--- src/rtl/ditf_cfg.svh ---
`ifndef DITF_CFG_SVH
`define DITF_CFG_SVH
// Register offsets on the plain register port.
`define DITF_A_CMD 8'h00
`define DITF_A_CFG 8'h04
`define DITF_A_COUNT 8'h08
`define DITF_A_PRE 8'h0c
`define DITF_A_DELAY 8'h10
`define DITF_A_DIV 8'h14
`define DITF_A_FILT 8'h18
`define DITF_A_RISE 8'h1c
`define DITF_A_FALL 8'h20
`define DITF_A_STAT 8'h24
`define DITF_A_DATA 8'h28
// Command and status bit positions.
`define DITF_CMD_START 0
`define DITF_CMD_STOP 1
`define DITF_STAT_OVF 5
// Reset values.
`define DITF_CFG_RST 32'h0000_0000
`define DITF_COUNT_RST 16'h0010
`define DITF_PRE_RST 16'h0000
`define DITF_DELAY_RST 16'h0000
`define DITF_DIV_RST 16'h0028
`define DITF_FILT_RST 16'h0001
`define DITF_CD_RST 8'h00
// Source index of the analog comparison event.
`define DITF_ACMP_IDX 3'h7
// Filter step and clock period in ns, and the step in clock cycles.
`define DITF_STEP_NS 25
`define DITF_CLK_NS 25
`define DITF_STEP_CYC ((`DITF_STEP_NS + `DITF_CLK_NS - 1) / `DITF_CLK_NS)
`endif

--- src/rtl/ditf_pkg.sv ---
package ditf_pkg;
    typedef enum logic [2:0] {ST_IDLE, ST_ARM, ST_DELAY, ST_ACQ, ST_POST} ditf_state_t;
    typedef struct packed {
        logic [6:0] rsvd;
        logic ref_inv;
        logic [1:0] route;
        logic route_en;
        logic filt_en;
        logic buffered;
        logic [1:0] clk_src;
        logic samp_fall;
        logic pause_en;
        logic pause_low;
        logic [2:0] pause_src;
        logic ref_fall;
        logic [2:0] ref_src;
        logic start_fall;
        logic [2:0] start_src;
        logic start_en;
        logic ref_en;
        logic finite;
    } ditf_cfg_t;
endpackage

--- src/rtl/ditf_top.sv ---
// Summary of operation
// - Start on trigger, else software start.
// - Finite count, reference, or software stop ends.
// - Delay start to first internal sample.
// - Selectable digital start source and edge.
// - Analog start uses first rising edge.
// - Routed start trigger is active-high pulse.
// - Posttrigger count is buffer minus pretrigger.
// - Reference ignored until pretrigger samples captured.
// - Full buffer drops oldest while awaiting reference.
// - Collect posttrigger samples, then end.
// - Selectable reference source and edge.
// - Routed reference active high unless inverted.
// - Internal sample clock halts while paused.
// - Pause is level sensitive only.
// - Analog pause polarity set by configuration.
// - One shared debounce filter per module.
// - Minimum width in 25 ns steps.
// - Pulses under half width always rejected.
// - Pass level after two consecutive samples.
// - Per-line edge selects; edge samples all lines.
// - Change detection event drives routable output.
// - Buffered uses FIFO; nonbuffered passes singly.
// - Sample into full FIFO flags overflow.
// - Capture on configured sample clock edge.
//
// Our own choices: the strobed register port and the placing of the registers.
`include "ditf_cfg.svh"
`timescale 1ns/100ps
`default_nettype none
module ditf_top (
    input wire logic ref_clk_in,
    input wire logic reset_in,
    input wire logic [7:0] bus_addr_in,
    input wire logic [31:0] bus_wdata_in,
    input wire logic bus_wr_in,
    input wire logic bus_rd_in,
    output logic [31:0] bus_rdata_out,
    input wire logic [3:0] term_in,
    input wire logic [1:0] counter_in,
    input wire logic misc_in,
    input wire logic acmp_in,
    input wire logic ext_clk_in,
    input wire logic [7:0] di_in,
    output logic term_out,
    output logic term_oe_out,
    output logic edge_seen_event_out,
    output logic input_sample_strobe_out
);
    localparam int DEPTH = 16;
    ditf_pkg::ditf_cfg_t cfg_q;
    ditf_pkg::ditf_state_t state_q;
    logic [16:0] sy1_q, sy2_q;
    logic [7:0] di_s, src_s, src_prev_q;
    logic ext_s, ext_prev_q;
    logic [15:0] count_q, pre_q, delay_q, div_q, filt_q;
    logic [7:0] rise_q, fall_q;
    logic start_cmd, stop_cmd, start_hit, ref_hit, paused, ext_hit;
    logic [31:0] tp_cyc;
    logic [15:0] half_cyc, fdiv_q, sdiv_q, dly_q, cnt_q, post_q, post_tgt;
    logic ftick, int_tick, collecting, strobe, edge_any, armed;
    logic [7:0] fs_q, fo_q, fo_prev_q;
    logic [7:0] mem_q [DEPTH];
    logic [3:0] wp_q, rp_q;
    logic [4:0] lvl_q, depth_lim;
    logic full, pop, push_ok, drop, ovf_set, ovf_q, done_q, trig_q;
    logic start_pulse, ref_pulse;

    // Every pin-side input passes two flip-flops before use.
    always_ff @(posedge ref_clk_in) begin
        if (reset_in) begin
            sy1_q <= 17'h00000;
            sy2_q <= 17'h00000;
        end else begin
            sy1_q <= {ext_clk_in, acmp_in, misc_in, counter_in, term_in, di_in};
            sy2_q <= sy1_q;
        end
    end
    assign di_s = sy2_q[7:0];
    assign src_s = sy2_q[15:8];
    assign ext_s = sy2_q[16];

    // Previous source levels for edge detection.
    always_ff @(posedge ref_clk_in) begin
        if (reset_in) begin
            src_prev_q <= 8'h00;
            ext_prev_q <= 1'b0;
        end else begin
            src_prev_q <= src_s;
            ext_prev_q <= ext_s;
        end
    end

    // Picks the selected edge of one source out of the source vector.
    function automatic logic pick_edge(input logic [7:0] now, input logic [7:0] prev,
                                       input logic [2:0] sel, input logic fall);
        pick_edge = fall ? (prev[sel] & ~now[sel]) : (now[sel] & ~prev[sel]);
    endfunction

    // The analog event always starts on its rising edge.
    assign start_hit = pick_edge(src_s, src_prev_q, cfg_q.start_src,
        cfg_q.start_fall && (cfg_q.start_src != `DITF_ACMP_IDX));
    assign ref_hit = pick_edge(src_s, src_prev_q, cfg_q.ref_src, cfg_q.ref_fall);
    // Pause looks only at the present level, with selectable polarity.
    assign paused = cfg_q.pause_en
        && (src_s[cfg_q.pause_src] ^ cfg_q.pause_low);
    assign ext_hit = cfg_q.samp_fall ? (ext_prev_q & ~ext_s) : (ext_s & ~ext_prev_q);

    // Command decode; the command word is write-only.
    assign start_cmd = bus_wr_in && (bus_addr_in == `DITF_A_CMD)
        && bus_wdata_in[`DITF_CMD_START];
    assign stop_cmd = bus_wr_in && (bus_addr_in == `DITF_A_CMD)
        && bus_wdata_in[`DITF_CMD_STOP];

    // Configuration registers written by software.
    always_ff @(posedge ref_clk_in) begin
        if (reset_in) begin
            cfg_q <= `DITF_CFG_RST;
            count_q <= `DITF_COUNT_RST;
            pre_q <= `DITF_PRE_RST;
            delay_q <= `DITF_DELAY_RST;
            div_q <= `DITF_DIV_RST;
            filt_q <= `DITF_FILT_RST;
            rise_q <= `DITF_CD_RST;
            fall_q <= `DITF_CD_RST;
        end else if (bus_wr_in) begin
            case (bus_addr_in)
                `DITF_A_CFG: cfg_q <= bus_wdata_in;
                `DITF_A_COUNT: count_q <= bus_wdata_in[15:0];
                `DITF_A_PRE: pre_q <= bus_wdata_in[15:0];
                `DITF_A_DELAY: delay_q <= bus_wdata_in[15:0];
                `DITF_A_DIV: div_q <= bus_wdata_in[15:0];
                `DITF_A_FILT: filt_q <= bus_wdata_in[15:0];
                `DITF_A_RISE: rise_q <= bus_wdata_in[7:0];
                `DITF_A_FALL: fall_q <= bus_wdata_in[7:0];
                default: cfg_q <= cfg_q;
            endcase
        end
    end

    // The filter clock runs at half the minimum width, at least one cycle.
    assign tp_cyc = 32'(filt_q) * 32'(`DITF_STEP_CYC);
    assign half_cyc = (tp_cyc[16:1] == 16'h0000) ? 16'h0001 : tp_cyc[16:1];
    assign ftick = (fdiv_q >= half_cyc - 16'h0001);

    // Filter clock divider shared by all lines of the module.
    always_ff @(posedge ref_clk_in) begin
        if (reset_in || ftick) begin
            fdiv_q <= 16'h0000;
        end else begin
            fdiv_q <= fdiv_q + 16'h0001;
        end
    end

    // Per-line debounce and edge detection, one shared filter setting for all lines.
    genvar gi;
    generate
        for (gi = 0; gi < 8; gi++) begin : g_line
            always_ff @(posedge ref_clk_in) begin
                if (reset_in) begin
                    fs_q[gi] <= 1'b0;
                    fo_q[gi] <= 1'b0;
                    fo_prev_q[gi] <= 1'b0;
                end else begin
                    fo_prev_q[gi] <= fo_q[gi];
                    if (!cfg_q.filt_en) begin
                        fo_q[gi] <= di_s[gi];
                    end else if (ftick) begin
                        fs_q[gi] <= di_s[gi];
                        // A level passes once two filter samples agree.
                        if (di_s[gi] == fs_q[gi]) begin
                            fo_q[gi] <= di_s[gi];
                        end
                    end
                end
            end
        end
    endgenerate

    // Any enabled edge on any line, task line or not, asks for a sample.
    assign edge_any = |((rise_q & fo_q & ~fo_prev_q) | (fall_q & ~fo_q & fo_prev_q));

    // Internal sample divider; it stands still while paused.
    assign int_tick = collecting && !paused && (sdiv_q >= div_q - 16'h0001);
    always_ff @(posedge ref_clk_in) begin
        if (reset_in || !collecting || int_tick) begin
            sdiv_q <= 16'h0000;
        end else if (!paused) begin
            sdiv_q <= sdiv_q + 16'h0001;
        end
    end

    assign collecting = (state_q == ditf_pkg::ST_ACQ) || (state_q == ditf_pkg::ST_POST);
    always_comb begin
        case (cfg_q.clk_src)
            2'h0: strobe = int_tick;
            2'h1: strobe = collecting && ext_hit;
            default: strobe = collecting && edge_any;
        endcase
    end

    assign armed = (cnt_q >= pre_q);
    assign post_tgt = count_q - pre_q;

    // Acquisition sequencer.
    always_ff @(posedge ref_clk_in) begin
        if (reset_in) begin
            state_q <= ditf_pkg::ST_IDLE;
            dly_q <= 16'h0000;
            cnt_q <= 16'h0000;
            post_q <= 16'h0000;
            done_q <= 1'b0;
            trig_q <= 1'b0;
        end else if (stop_cmd) begin
            state_q <= ditf_pkg::ST_IDLE;
        end else begin
            case (state_q)
                ditf_pkg::ST_IDLE: begin
                    if (start_cmd) begin
                        state_q <= cfg_q.start_en ? ditf_pkg::ST_ARM
                                                  : ditf_pkg::ST_DELAY;
                        dly_q <= 16'h0000;
                        cnt_q <= 16'h0000;
                        post_q <= 16'h0000;
                        done_q <= 1'b0;
                        trig_q <= 1'b0;
                    end
                end
                ditf_pkg::ST_ARM: begin
                    if (start_hit) begin
                        state_q <= ditf_pkg::ST_DELAY;
                    end
                end
                ditf_pkg::ST_DELAY: begin
                    // The delay only applies to the internal sample clock.
                    if (cfg_q.clk_src != 2'h0 || dly_q >= delay_q) begin
                        state_q <= ditf_pkg::ST_ACQ;
                    end else begin
                        dly_q <= dly_q + 16'h0001;
                    end
                end
                ditf_pkg::ST_ACQ: begin
                    if (cfg_q.finite && cfg_q.ref_en && armed && ref_hit) begin
                        trig_q <= 1'b1;
                        state_q <= (post_tgt == 16'h0000) ? ditf_pkg::ST_IDLE
                                                          : ditf_pkg::ST_POST;
                        done_q <= (post_tgt == 16'h0000);
                    end else if (strobe) begin
                        cnt_q <= cnt_q + 16'h0001;
                        if (cfg_q.finite && !cfg_q.ref_en
                            && (cnt_q + 16'h0001 >= count_q)) begin
                            state_q <= ditf_pkg::ST_IDLE;
                            done_q <= 1'b1;
                        end
                    end
                end
                ditf_pkg::ST_POST: begin
                    if (strobe) begin
                        post_q <= post_q + 16'h0001;
                        if (post_q + 16'h0001 >= post_tgt) begin
                            state_q <= ditf_pkg::ST_IDLE;
                            done_q <= 1'b1;
                        end
                    end
                end
                default: state_q <= ditf_pkg::ST_IDLE;
            endcase
        end
    end

    // Nonbuffered mode keeps a single sample for the host.
    assign depth_lim = cfg_q.buffered ? 5'h10 : 5'h01;
    assign full = (lvl_q >= depth_lim);
    assign pop = bus_rd_in && (bus_addr_in == `DITF_A_DATA) && (lvl_q != 5'h00);
    assign push_ok = strobe && (!full || pop || (collecting && cfg_q.ref_en));
    assign drop = strobe && full && !pop && collecting && cfg_q.ref_en;
    assign ovf_set = strobe && full && !pop && !drop;

    // Sample store; in reference mode the oldest entry goes when the ring is full.
    always_ff @(posedge ref_clk_in) begin
        if (reset_in || (state_q == ditf_pkg::ST_IDLE && start_cmd)) begin
            wp_q <= 4'h0;
            rp_q <= 4'h0;
            lvl_q <= 5'h00;
        end else begin
            if (push_ok) begin
                mem_q[wp_q] <= fo_q;
                wp_q <= wp_q + 4'h1;
            end
            if (pop || drop) begin
                rp_q <= rp_q + 4'h1;
            end
            lvl_q <= lvl_q + {4'h0, push_ok} - {4'h0, (pop || drop)};
        end
    end

    // Overflow is sticky; a new overflow wins over a clear.
    always_ff @(posedge ref_clk_in) begin
        if (reset_in) begin
            ovf_q <= 1'b0;
        end else if (ovf_set) begin
            ovf_q <= 1'b1;
        end else if (bus_wr_in && bus_addr_in == `DITF_A_STAT
                     && bus_wdata_in[`DITF_STAT_OVF]) begin
            ovf_q <= 1'b0;
        end
    end

    // Read data stand for exactly the cycle after the read strobe.
    always_ff @(posedge ref_clk_in) begin
        if (reset_in || !bus_rd_in) begin
            bus_rdata_out <= 32'h0000_0000;
        end else begin
            case (bus_addr_in)
                `DITF_A_CFG: bus_rdata_out <= cfg_q;
                `DITF_A_COUNT: bus_rdata_out <= {16'h0000, count_q};
                `DITF_A_PRE: bus_rdata_out <= {16'h0000, pre_q};
                `DITF_A_DELAY: bus_rdata_out <= {16'h0000, delay_q};
                `DITF_A_DIV: bus_rdata_out <= {16'h0000, div_q};
                `DITF_A_FILT: bus_rdata_out <= {16'h0000, filt_q};
                `DITF_A_RISE: bus_rdata_out <= {24'h000000, rise_q};
                `DITF_A_FALL: bus_rdata_out <= {24'h000000, fall_q};
                `DITF_A_STAT: bus_rdata_out <= {16'h0000, cnt_q[7:0], collecting, armed,
                                                ovf_q, trig_q, done_q, lvl_q[2:0]};
                `DITF_A_DATA: bus_rdata_out <= {19'h00000, lvl_q, mem_q[rp_q]};
                default: bus_rdata_out <= 32'h0000_0000;
            endcase
        end
    end

    assign start_pulse = (state_q == ditf_pkg::ST_ARM && start_hit)
        || (state_q == ditf_pkg::ST_IDLE && start_cmd && !cfg_q.start_en);
    assign ref_pulse = (state_q == ditf_pkg::ST_ACQ) && cfg_q.finite && cfg_q.ref_en
        && armed && ref_hit;

    // Registered event outputs and the routed terminal.
    always_ff @(posedge ref_clk_in) begin
        if (reset_in) begin
            term_out <= 1'b0;
            term_oe_out <= 1'b0;
            edge_seen_event_out <= 1'b0;
            input_sample_strobe_out <= 1'b0;
        end else begin
            edge_seen_event_out <= edge_any;
            input_sample_strobe_out <= strobe;
            term_oe_out <= cfg_q.route_en;
            case (cfg_q.route)
                2'h0: term_out <= start_pulse;
                2'h1: term_out <= ref_pulse ^ cfg_q.ref_inv;
                2'h2: term_out <= edge_any;
                default: term_out <= strobe;
            endcase
        end
    end
endmodule
`default_nettype wire

--- config.mk ---
export PLATFORM = sky130hd
export DESIGN_NAME = ditf_top
export DESIGN_NICKNAME = d
export VERILOG_FILES = /design/src/rtl/ditf_pkg.sv /design/src/rtl/ditf_top.sv
export VERILOG_INCLUDE_DIRS = /design/src /design/src/rtl
export SDC_FILE = /design/constraint.sdc
export NUM_CORES = 1
export LEC_CHECK = 0
export BUFFER_PORTS_ARGS = -buffer_cell sky130_fd_sc_hd__buf_2
export CORE_ASPECT_RATIO = 1.4
export CORE_UTILIZATION = 28
export DETAILED_ROUTE_END_ITERATION = 10
export HOLD_SLACK_MARGIN = 0.08
export SYNTH_ARGS = -nofsm -noshare
export SYNTH_HDL_FRONTEND = slang
export SYNTH_SLANG_ARGS = --single-unit
export TNS_END_PERCENT = 5
--- constraint.sdc ---
create_clock -name ref_clk_in -period 9.7 [get_ports ref_clk_in]
set_clock_uncertainty 0.2 [all_clocks]
set_input_delay 1.94 -clock ref_clk_in [delete_from_list [all_inputs] [get_ports ref_clk_in]]
set_output_delay 1.94 -clock ref_clk_in [all_outputs]
set_load 0.02 [all_outputs]
## Word level (Yosys, flattened, before mapping)

Memory sizes are Yosys's and may differ from the RTL's. A register that Yosys moved wholly into a read port is not among the register bits.
Index checks and enable logic that the tools add are counted.

| operators by class | value |
|---|---|
| $add $sub $neg | 12 |
| $mul | 0 |
| div/mod/pow operators | 0 |
| magnitude comparators | 10 |
| equality and inequality tests | 46 |
| shift operators | 0 |
| multiplexer cells | 77 |
| bitwise gates (word level) | 22 |
| reduce and logical (&&, ||, !) cells | 89 |

Operators by type and width:

| cell | number |
|---|---|
| $pmux W32 S10 | 1 |
| $ge A16 B16 Y1 | 6 |
| $pmux W16 S2 | 3 |
| $add A16 B1 Y16 const B | 5 |
| $mux W16 | 5 |
| $mux W1 | 44 |
| $reduce_and A2 Y1 | 17 |
| $and A8 B8 Y8 | 4 |
| $eq A8 B5 Y1 const B | 4 |
| $logic_and A1 B1 Y1 | 32 |
| $logic_not A16 Y1 | 2 |
| $mux W3 | 9 |
| $eq A8 B6 Y1 const B | 3 |
| $ne A2 B1 Y1 const B | 11 |
| $eq A8 B4 Y1 const B | 2 |
| $not A8 Y8 | 2 |
| $sub A15 B1 Y16 const B | 1 |
| $sub A16 B1 Y16 const B | 1 |
| $sub A16 B16 Y16 | 1 |
| $bmux W1 S3 | 5 |
| $mux W15 | 1 |
| $pmux W3 S5 | 1 |
| $ne A2 B2 Y1 const B | 7 |
| $reduce_and A7 Y1 | 2 |
| other kinds (36) | 87 |

| storage, ports and cells | value |
|---|---|
| flip-flop bits (word level) | 330 |
| bits in latches | 0 |
| RAM bits | 128 |
| memory bits (read-only) | 0 |
| output and inout bits | 36 |
| word-level logic and storage cells | 327 |
| memories | 1 |

Memories:

| name | words | width | rd ports | clocked after Yosys merged registers in | wr ports | line | RTL |
|---|---|---|---|---|---|---|---|
| mem_q | 16 | 8 | 1 | 1 | 1 | ditf_top.sv:63 | `logic [7:0] mem_q [DEPTH];` |

## Depth between registers and ports, before layout

| logic depth | value |
|---|---|
| depth in word-level cells | 15 |
| gate-level depth with buffers | 26 |
| mapped depth without buffers | 25 |

## Worst setup path after synthesis

OpenSTA, ideal clock, no wires.

| timing | value |
|---|---|
| path kind | input -> register |
| start point | input port bus_addr_in[4] |
| end point | register lvl_q[4] |
| arrival | 4709 ps |
| path slack | 4676 ps |
| cell stages on the path | 18 |
| cells stage by stage | clkbuf_1 -> nor3_1 -> nand2_1 -> nor2_1 -> o311ai_0 -> nand3_1 -> nor2b_1 -> buf_2 -> inv_1 -> ha_1 -> inv_1 -> ha_1 -> fa_1 -> a21oi_1 -> nor2_1 -> nor2_1 -> xnor2_1 -> nor2_1 |

| on the way | value |
|---|---|
| cells in the longest elaborated chain, start to end | 9 |
| elaborated cells on any way between the ends | 18 |

RTL lines:

| what | line | RTL |
|---|---|---|
| start: declaration | ditf_top.sv:34 | `input wire logic [7:0] bus_addr_in,` |
| branches (longest 9 deep; another with $add A5 B1 Y5) | - |  |
| end signal: assignment | ditf_top.sv:293 | `lvl_q <= lvl_q + {4'h0, push_ok} - {4'h0, (pop \|\| drop)};` |
| end: declaration | ditf_top.sv:65 | `logic [4:0] lvl_q, depth_lim;` |

Several ways; the timed one is not identified.
A chain may end at the register's enable or synchronous reset.

## Worst setup path after layout

| timing | value |
|---|---|
| start point | register div_q[0] |
| end point | memory mem_q[0][2], enable pin |

| on the way | value |
|---|---|
| cells in the longest elaborated chain, start to end | 8 |

RTL lines:

| what | line | RTL |
|---|---|---|
| start: declaration | ditf_top.sv:56 | `logic [15:0] count_q, pre_q, delay_q, div_q, filt_q;` |
| start signal: assignment | ditf_top.sv:122 | `` div_q <= `DITF_DIV_RST; `` |
| start signal: assignment | ditf_top.sv:132 | `` `DITF_A_DIV: div_q <= bus_wdata_in[15:0]; `` |
| $sub A16 B1 Y16 | ditf_top.sv:184 | `assign int_tick = collecting && !paused && (sdiv_q >= div_q - 16'h0001);` |
| $ge A16 B16 Y1 | ditf_top.sv:184 |  |
| $logic_and A1 B1 Y1 | ditf_top.sv:184 |  |
| $pmux W1 S2 | ditf_top.sv:195 | `case (cfg_q.clk_src)` |
| $logic_and A1 B1 Y1 | ditf_top.sv:275 | `assign push_ok = strobe && (!full \|\| pop \|\| (collecting && cfg_q.ref_en));` |
| $mux W1 | ditf_top.sv:286 | `if (push_ok) begin` |
| $mux W1 | ditf_top.sv:281 | `if (reset_in \|\| (state_q == ditf_pkg::ST_IDLE && start_cmd)) begin` |
| $mux W1 (not written as such) | ditf_top.sv:287 | `mem_q[wp_q] <= fo_q;` |
| end: declaration | ditf_top.sv:63 |  |

Every way passes these cells.

==> results_dict.tcl <==
set metrics [dict create \
    endpoint "mem_q[0][2]" \
    pwr-share-comb_pct 2.7 \
    p_sw_uw 939.3 \
    power_uw 4077 \
    antenna_found_initial 5 \
    grt-ovfl-total 0 \
    synth_nets 2578 \
    setup_viol 0 \
    status "finished clean" \
    period_minus_slack_ns 6.033 \
    cts.sinks 462 \
    relSlewSlack_pct 17.16 \
    ir_worst_vdd_v 0.0001285 \
    final-hold-violation-count 0 \
    track_usage_pct 16.54 \
    required_ns 9.74 \
    grt_pass1_vias 17250 \
    syn_area_per_cell_um2 9.519 \
    hp-class "reg2reg" \
    critPathMaxStageDelay_ns 0.91 \
    grt_pass1_wl_mm 104.7 \
    period_share_pct 62.19 \
    fp.dieH_um 338.7 \
    setup_tns_ns 0 \
    ctsHoldBuffers 0 \
    final_core_util_pct 32.25 \
    netlist_instances 2382 \
    grt_max_degree 84 \
    cts_resized 0 \
    ant_nets 0 \
    routed_wl_mm 69.20 \
    final_common_cell "nand2_1" \
    route.detailed.drc 0 \
    p_int_uw 3138 \
    drive_above_1_share_pct 11.35 \
    rsz0062_at_grt "false" \
    synth-seq-cells 462 \
    root_buffer "clkbuf_16" \
    yosys_warnings 0 \
    vias 17990 \
    portBuffers 96 \
    setup_slack_ns 3.667 \
    crit_path_start "div_q[0]" \
    ioPinCount 97 \
    cts_made_buffers 48 \
    rows 123 \
    clkPwrFrac_pct 48.2 \
    cts.path.max_buffers 3 \
    power.share.sequential_pct 49.1 \
    yosys.cell_types.count 76 \
    post_cts_buffers 0 \
    most-common-layout-cells "nand2_1, dfxtp_1, a21oi_1" \
    power_density_nw_per_um2 157.4 \
    drt_pass1_iterations 8 \
    ys_seq_area_share_pct 46.44 \
    rrSetupSlack_ns 3.67 \
    critPathArrivalTime_ns 6.07 \
    cp-end-kind "flop" \
    vias_per_cell 5.084 \
    cts_tree "yes" \
    worstSkewPairLatency_ns 0.63 \
    synthFlopType "dfxtp_1" \
    p_leak_uw 0.009464 \
    crit_chain "inv_1, ha_1, nand2_1, nor3_1, nand2b_1, nor4_1, nand2_1, xor2_1, ha_1, and4_1, nand2_1, or4_1, a311oi_2, o21ai_2, buf_4, nor2b_1, and2_1, nand2_1, nor3_1" \
    wire_per_inst_um 19.55 \
    dieArea_um2 82140 \
    drt_iter0_markers 1214 \
    slew_viol_final 0 \
    synth.cell_area_um2 22670 \
    r2r-start "div_q[0]" \
    dp_hpwl_mm 50.91 \
    worstMarginPinSlew_ns 1.236 \
    timing_worst_setup_path_type "reg2reg" \
    coreArea_um2 80330 \
    async_reset_ff_share_pct 0 \
    routabilityCongestion 0.9278 \
    sw_frac_of_total_pct 23.04 \
    synth_edf_count 128 \
    worstReg2RegEnd "mem_q[0][2]" \
    ff2ff_path_depth 19 \
    start_util_pct 28.22 \
    worst_path_max_delay_cell "nor3_1" \
    fmax_ghz 0.1658 \
    syn_to_final_growth_pct 14.26 \
    htree_levels 2 \
    critPathLaunchType "flop" \
    num-nets-final 2632 \
    clk_pin_slew_ns 0.07 \
    die_x_um 242.5 \
    critPathMostFrequentCell "nand2_1" \
    max-cap-violations 0 \
    dpl_worst_slack_ns 3.642 \
    crit_fanout 15 \
]
-- cells in the mapped netlist (11+ instances only) --
master	instances	share of area (%)
and2_1	23	0.63
nand2_1	375	6.2
o211ai_1	18	0.60
edfxtp_1	128	17
o21ai_0	80	1.8
nand3b_1	27	0.89
dfxtp_1	334	29
and3_1	25	0.69
mux4_2	47	4.7
xnor2_1	52	2.0
ha_1	133	7.3
nand4_1	22	0.61
nor2_1	202	3.3
nor3_1	42	0.93
or3_1	18	0.50
nor4_1	15	0.41
a221oi_1	25	0.97
nor2b_1	61	1.7
a21o_1	22	0.73
nand3_1	44	0.97
a31oi_1	21	0.58
xor2_1	58	2.2
inv_1	97	1.6
or4_1	11	0.36
nand2b_1	19	0.52
mux2i_1	38	1.7
clkbuf_1	99	1.6
a21oi_1	203	4.5
o22ai_1	12	0.33
-- worst max-delay path, delay by kind of cell (launching register included) --
kind	cells	cell delay [ns]
buffers and inverters	2	0.32
and+or+nand+nor	12	3.77
DFF	1	0.33
xor gates and xnor gates	1	0.18
adders and majority gates	2	0.50
AOI/OAI and AO/OA	2	0.34
-- state kept, by name, indices dropped and copies added (netlist names), 5 cells and up, named ones only --
register       count
delay_q           16
fs_q               8
src_prev_q         8
fo_q               8
fdiv_q            16
sy2_q             17
dly_q             16
count_q           16
cfg_q             32
fall_q             8
sy1_q             17
sdiv_q            16
cnt_q             16
div_q             16
filt_q            16
bus_rdata_out     32
rise_q             8
lvl_q              5
mem_q            128
fo_prev_q          8
post_q            16
pre_q             16
-- cell families (layout without fill, tap and decap cells) --
| family | after synthesis | in the layout | share of synthesized area [%] |
|---|---|---|---|
| xor gates and xnor gates | 110 | 110 | 4.249 |
| adders and majority gates | 135 | 135 | 7.516 |
| and+or+nand+nor | 916 | 916 | 18.88 |
| buffers and inverters | 210 | 304 | 3.565 |
| other | 1 | 2 | 0.01654 |
| muxes | 92 | 92 | 6.903 |
| DFF | 462 | 462 | 46.44 |
| AOI/OAI and AO/OA | 456 | 456 | 12.43 |
-- layer usage --
metal	part of all wire [%]	GRT usage (%)	vias up	wire length, µm
met1	40	19.47	8716	27520
li1	-	-	8552	-
met4	5.6	9.349	6	3893
met3	5.4	2.605	169	3764
met2	49	28.47	551	33990
met5	0.046	0	-	32
-- worst min-delay path by stage --
stage                         start   endpoint  depth (start not counted)
after floorplan            sy1_q[0]   sy2_q[0]                          1
after global placement     sy1_q[4]   sy2_q[4]                          1
after detailed placement  sy1_q[15]  sy2_q[15]                          1
after CTS                  sy1_q[4]   sy2_q[4]                          1
after global routing      sy1_q[15]  sy2_q[15]                          1
final                      sy1_q[4]   sy2_q[4]                          1
-- through the flow --
step           hold WS, ns  instance area [µm²]  cells
5_1_grt             0.2538                25910   3538
3_3_place_gp        0.2153                24250   3448
2_1_floorplan       0.2138                22670   2382
4_1_cts             0.2391                25910   3538
6_report            0.2332                25910   3539
3_5_place_dp        0.2231                24250   3448
-- cell type report --
cell class              instances  area, µm²
flip-flops and latches        462      10530
clock inverters                28      335.3
inverters                      97      364.1
diodes                          1      2.502
repair buffers                117      646.9
clock buffers                  62       1325
well taps                    1062       1329
fillers                      8382      54430
multi-input cells            1710      11370
-- power groups by stage --
stage	Clock [µW]	Combinational (µW)	Sequential, µW
3_3_place_gp	0	108	2040
2_1_floorplan	0	65.7	2040
3_5_place_dp	0	108	2040
4_1_cts	2010	109	2000
6_report	1970	110	2000
5_1_grt	2070	118	2000
Power figures use the tool's default switching activity.
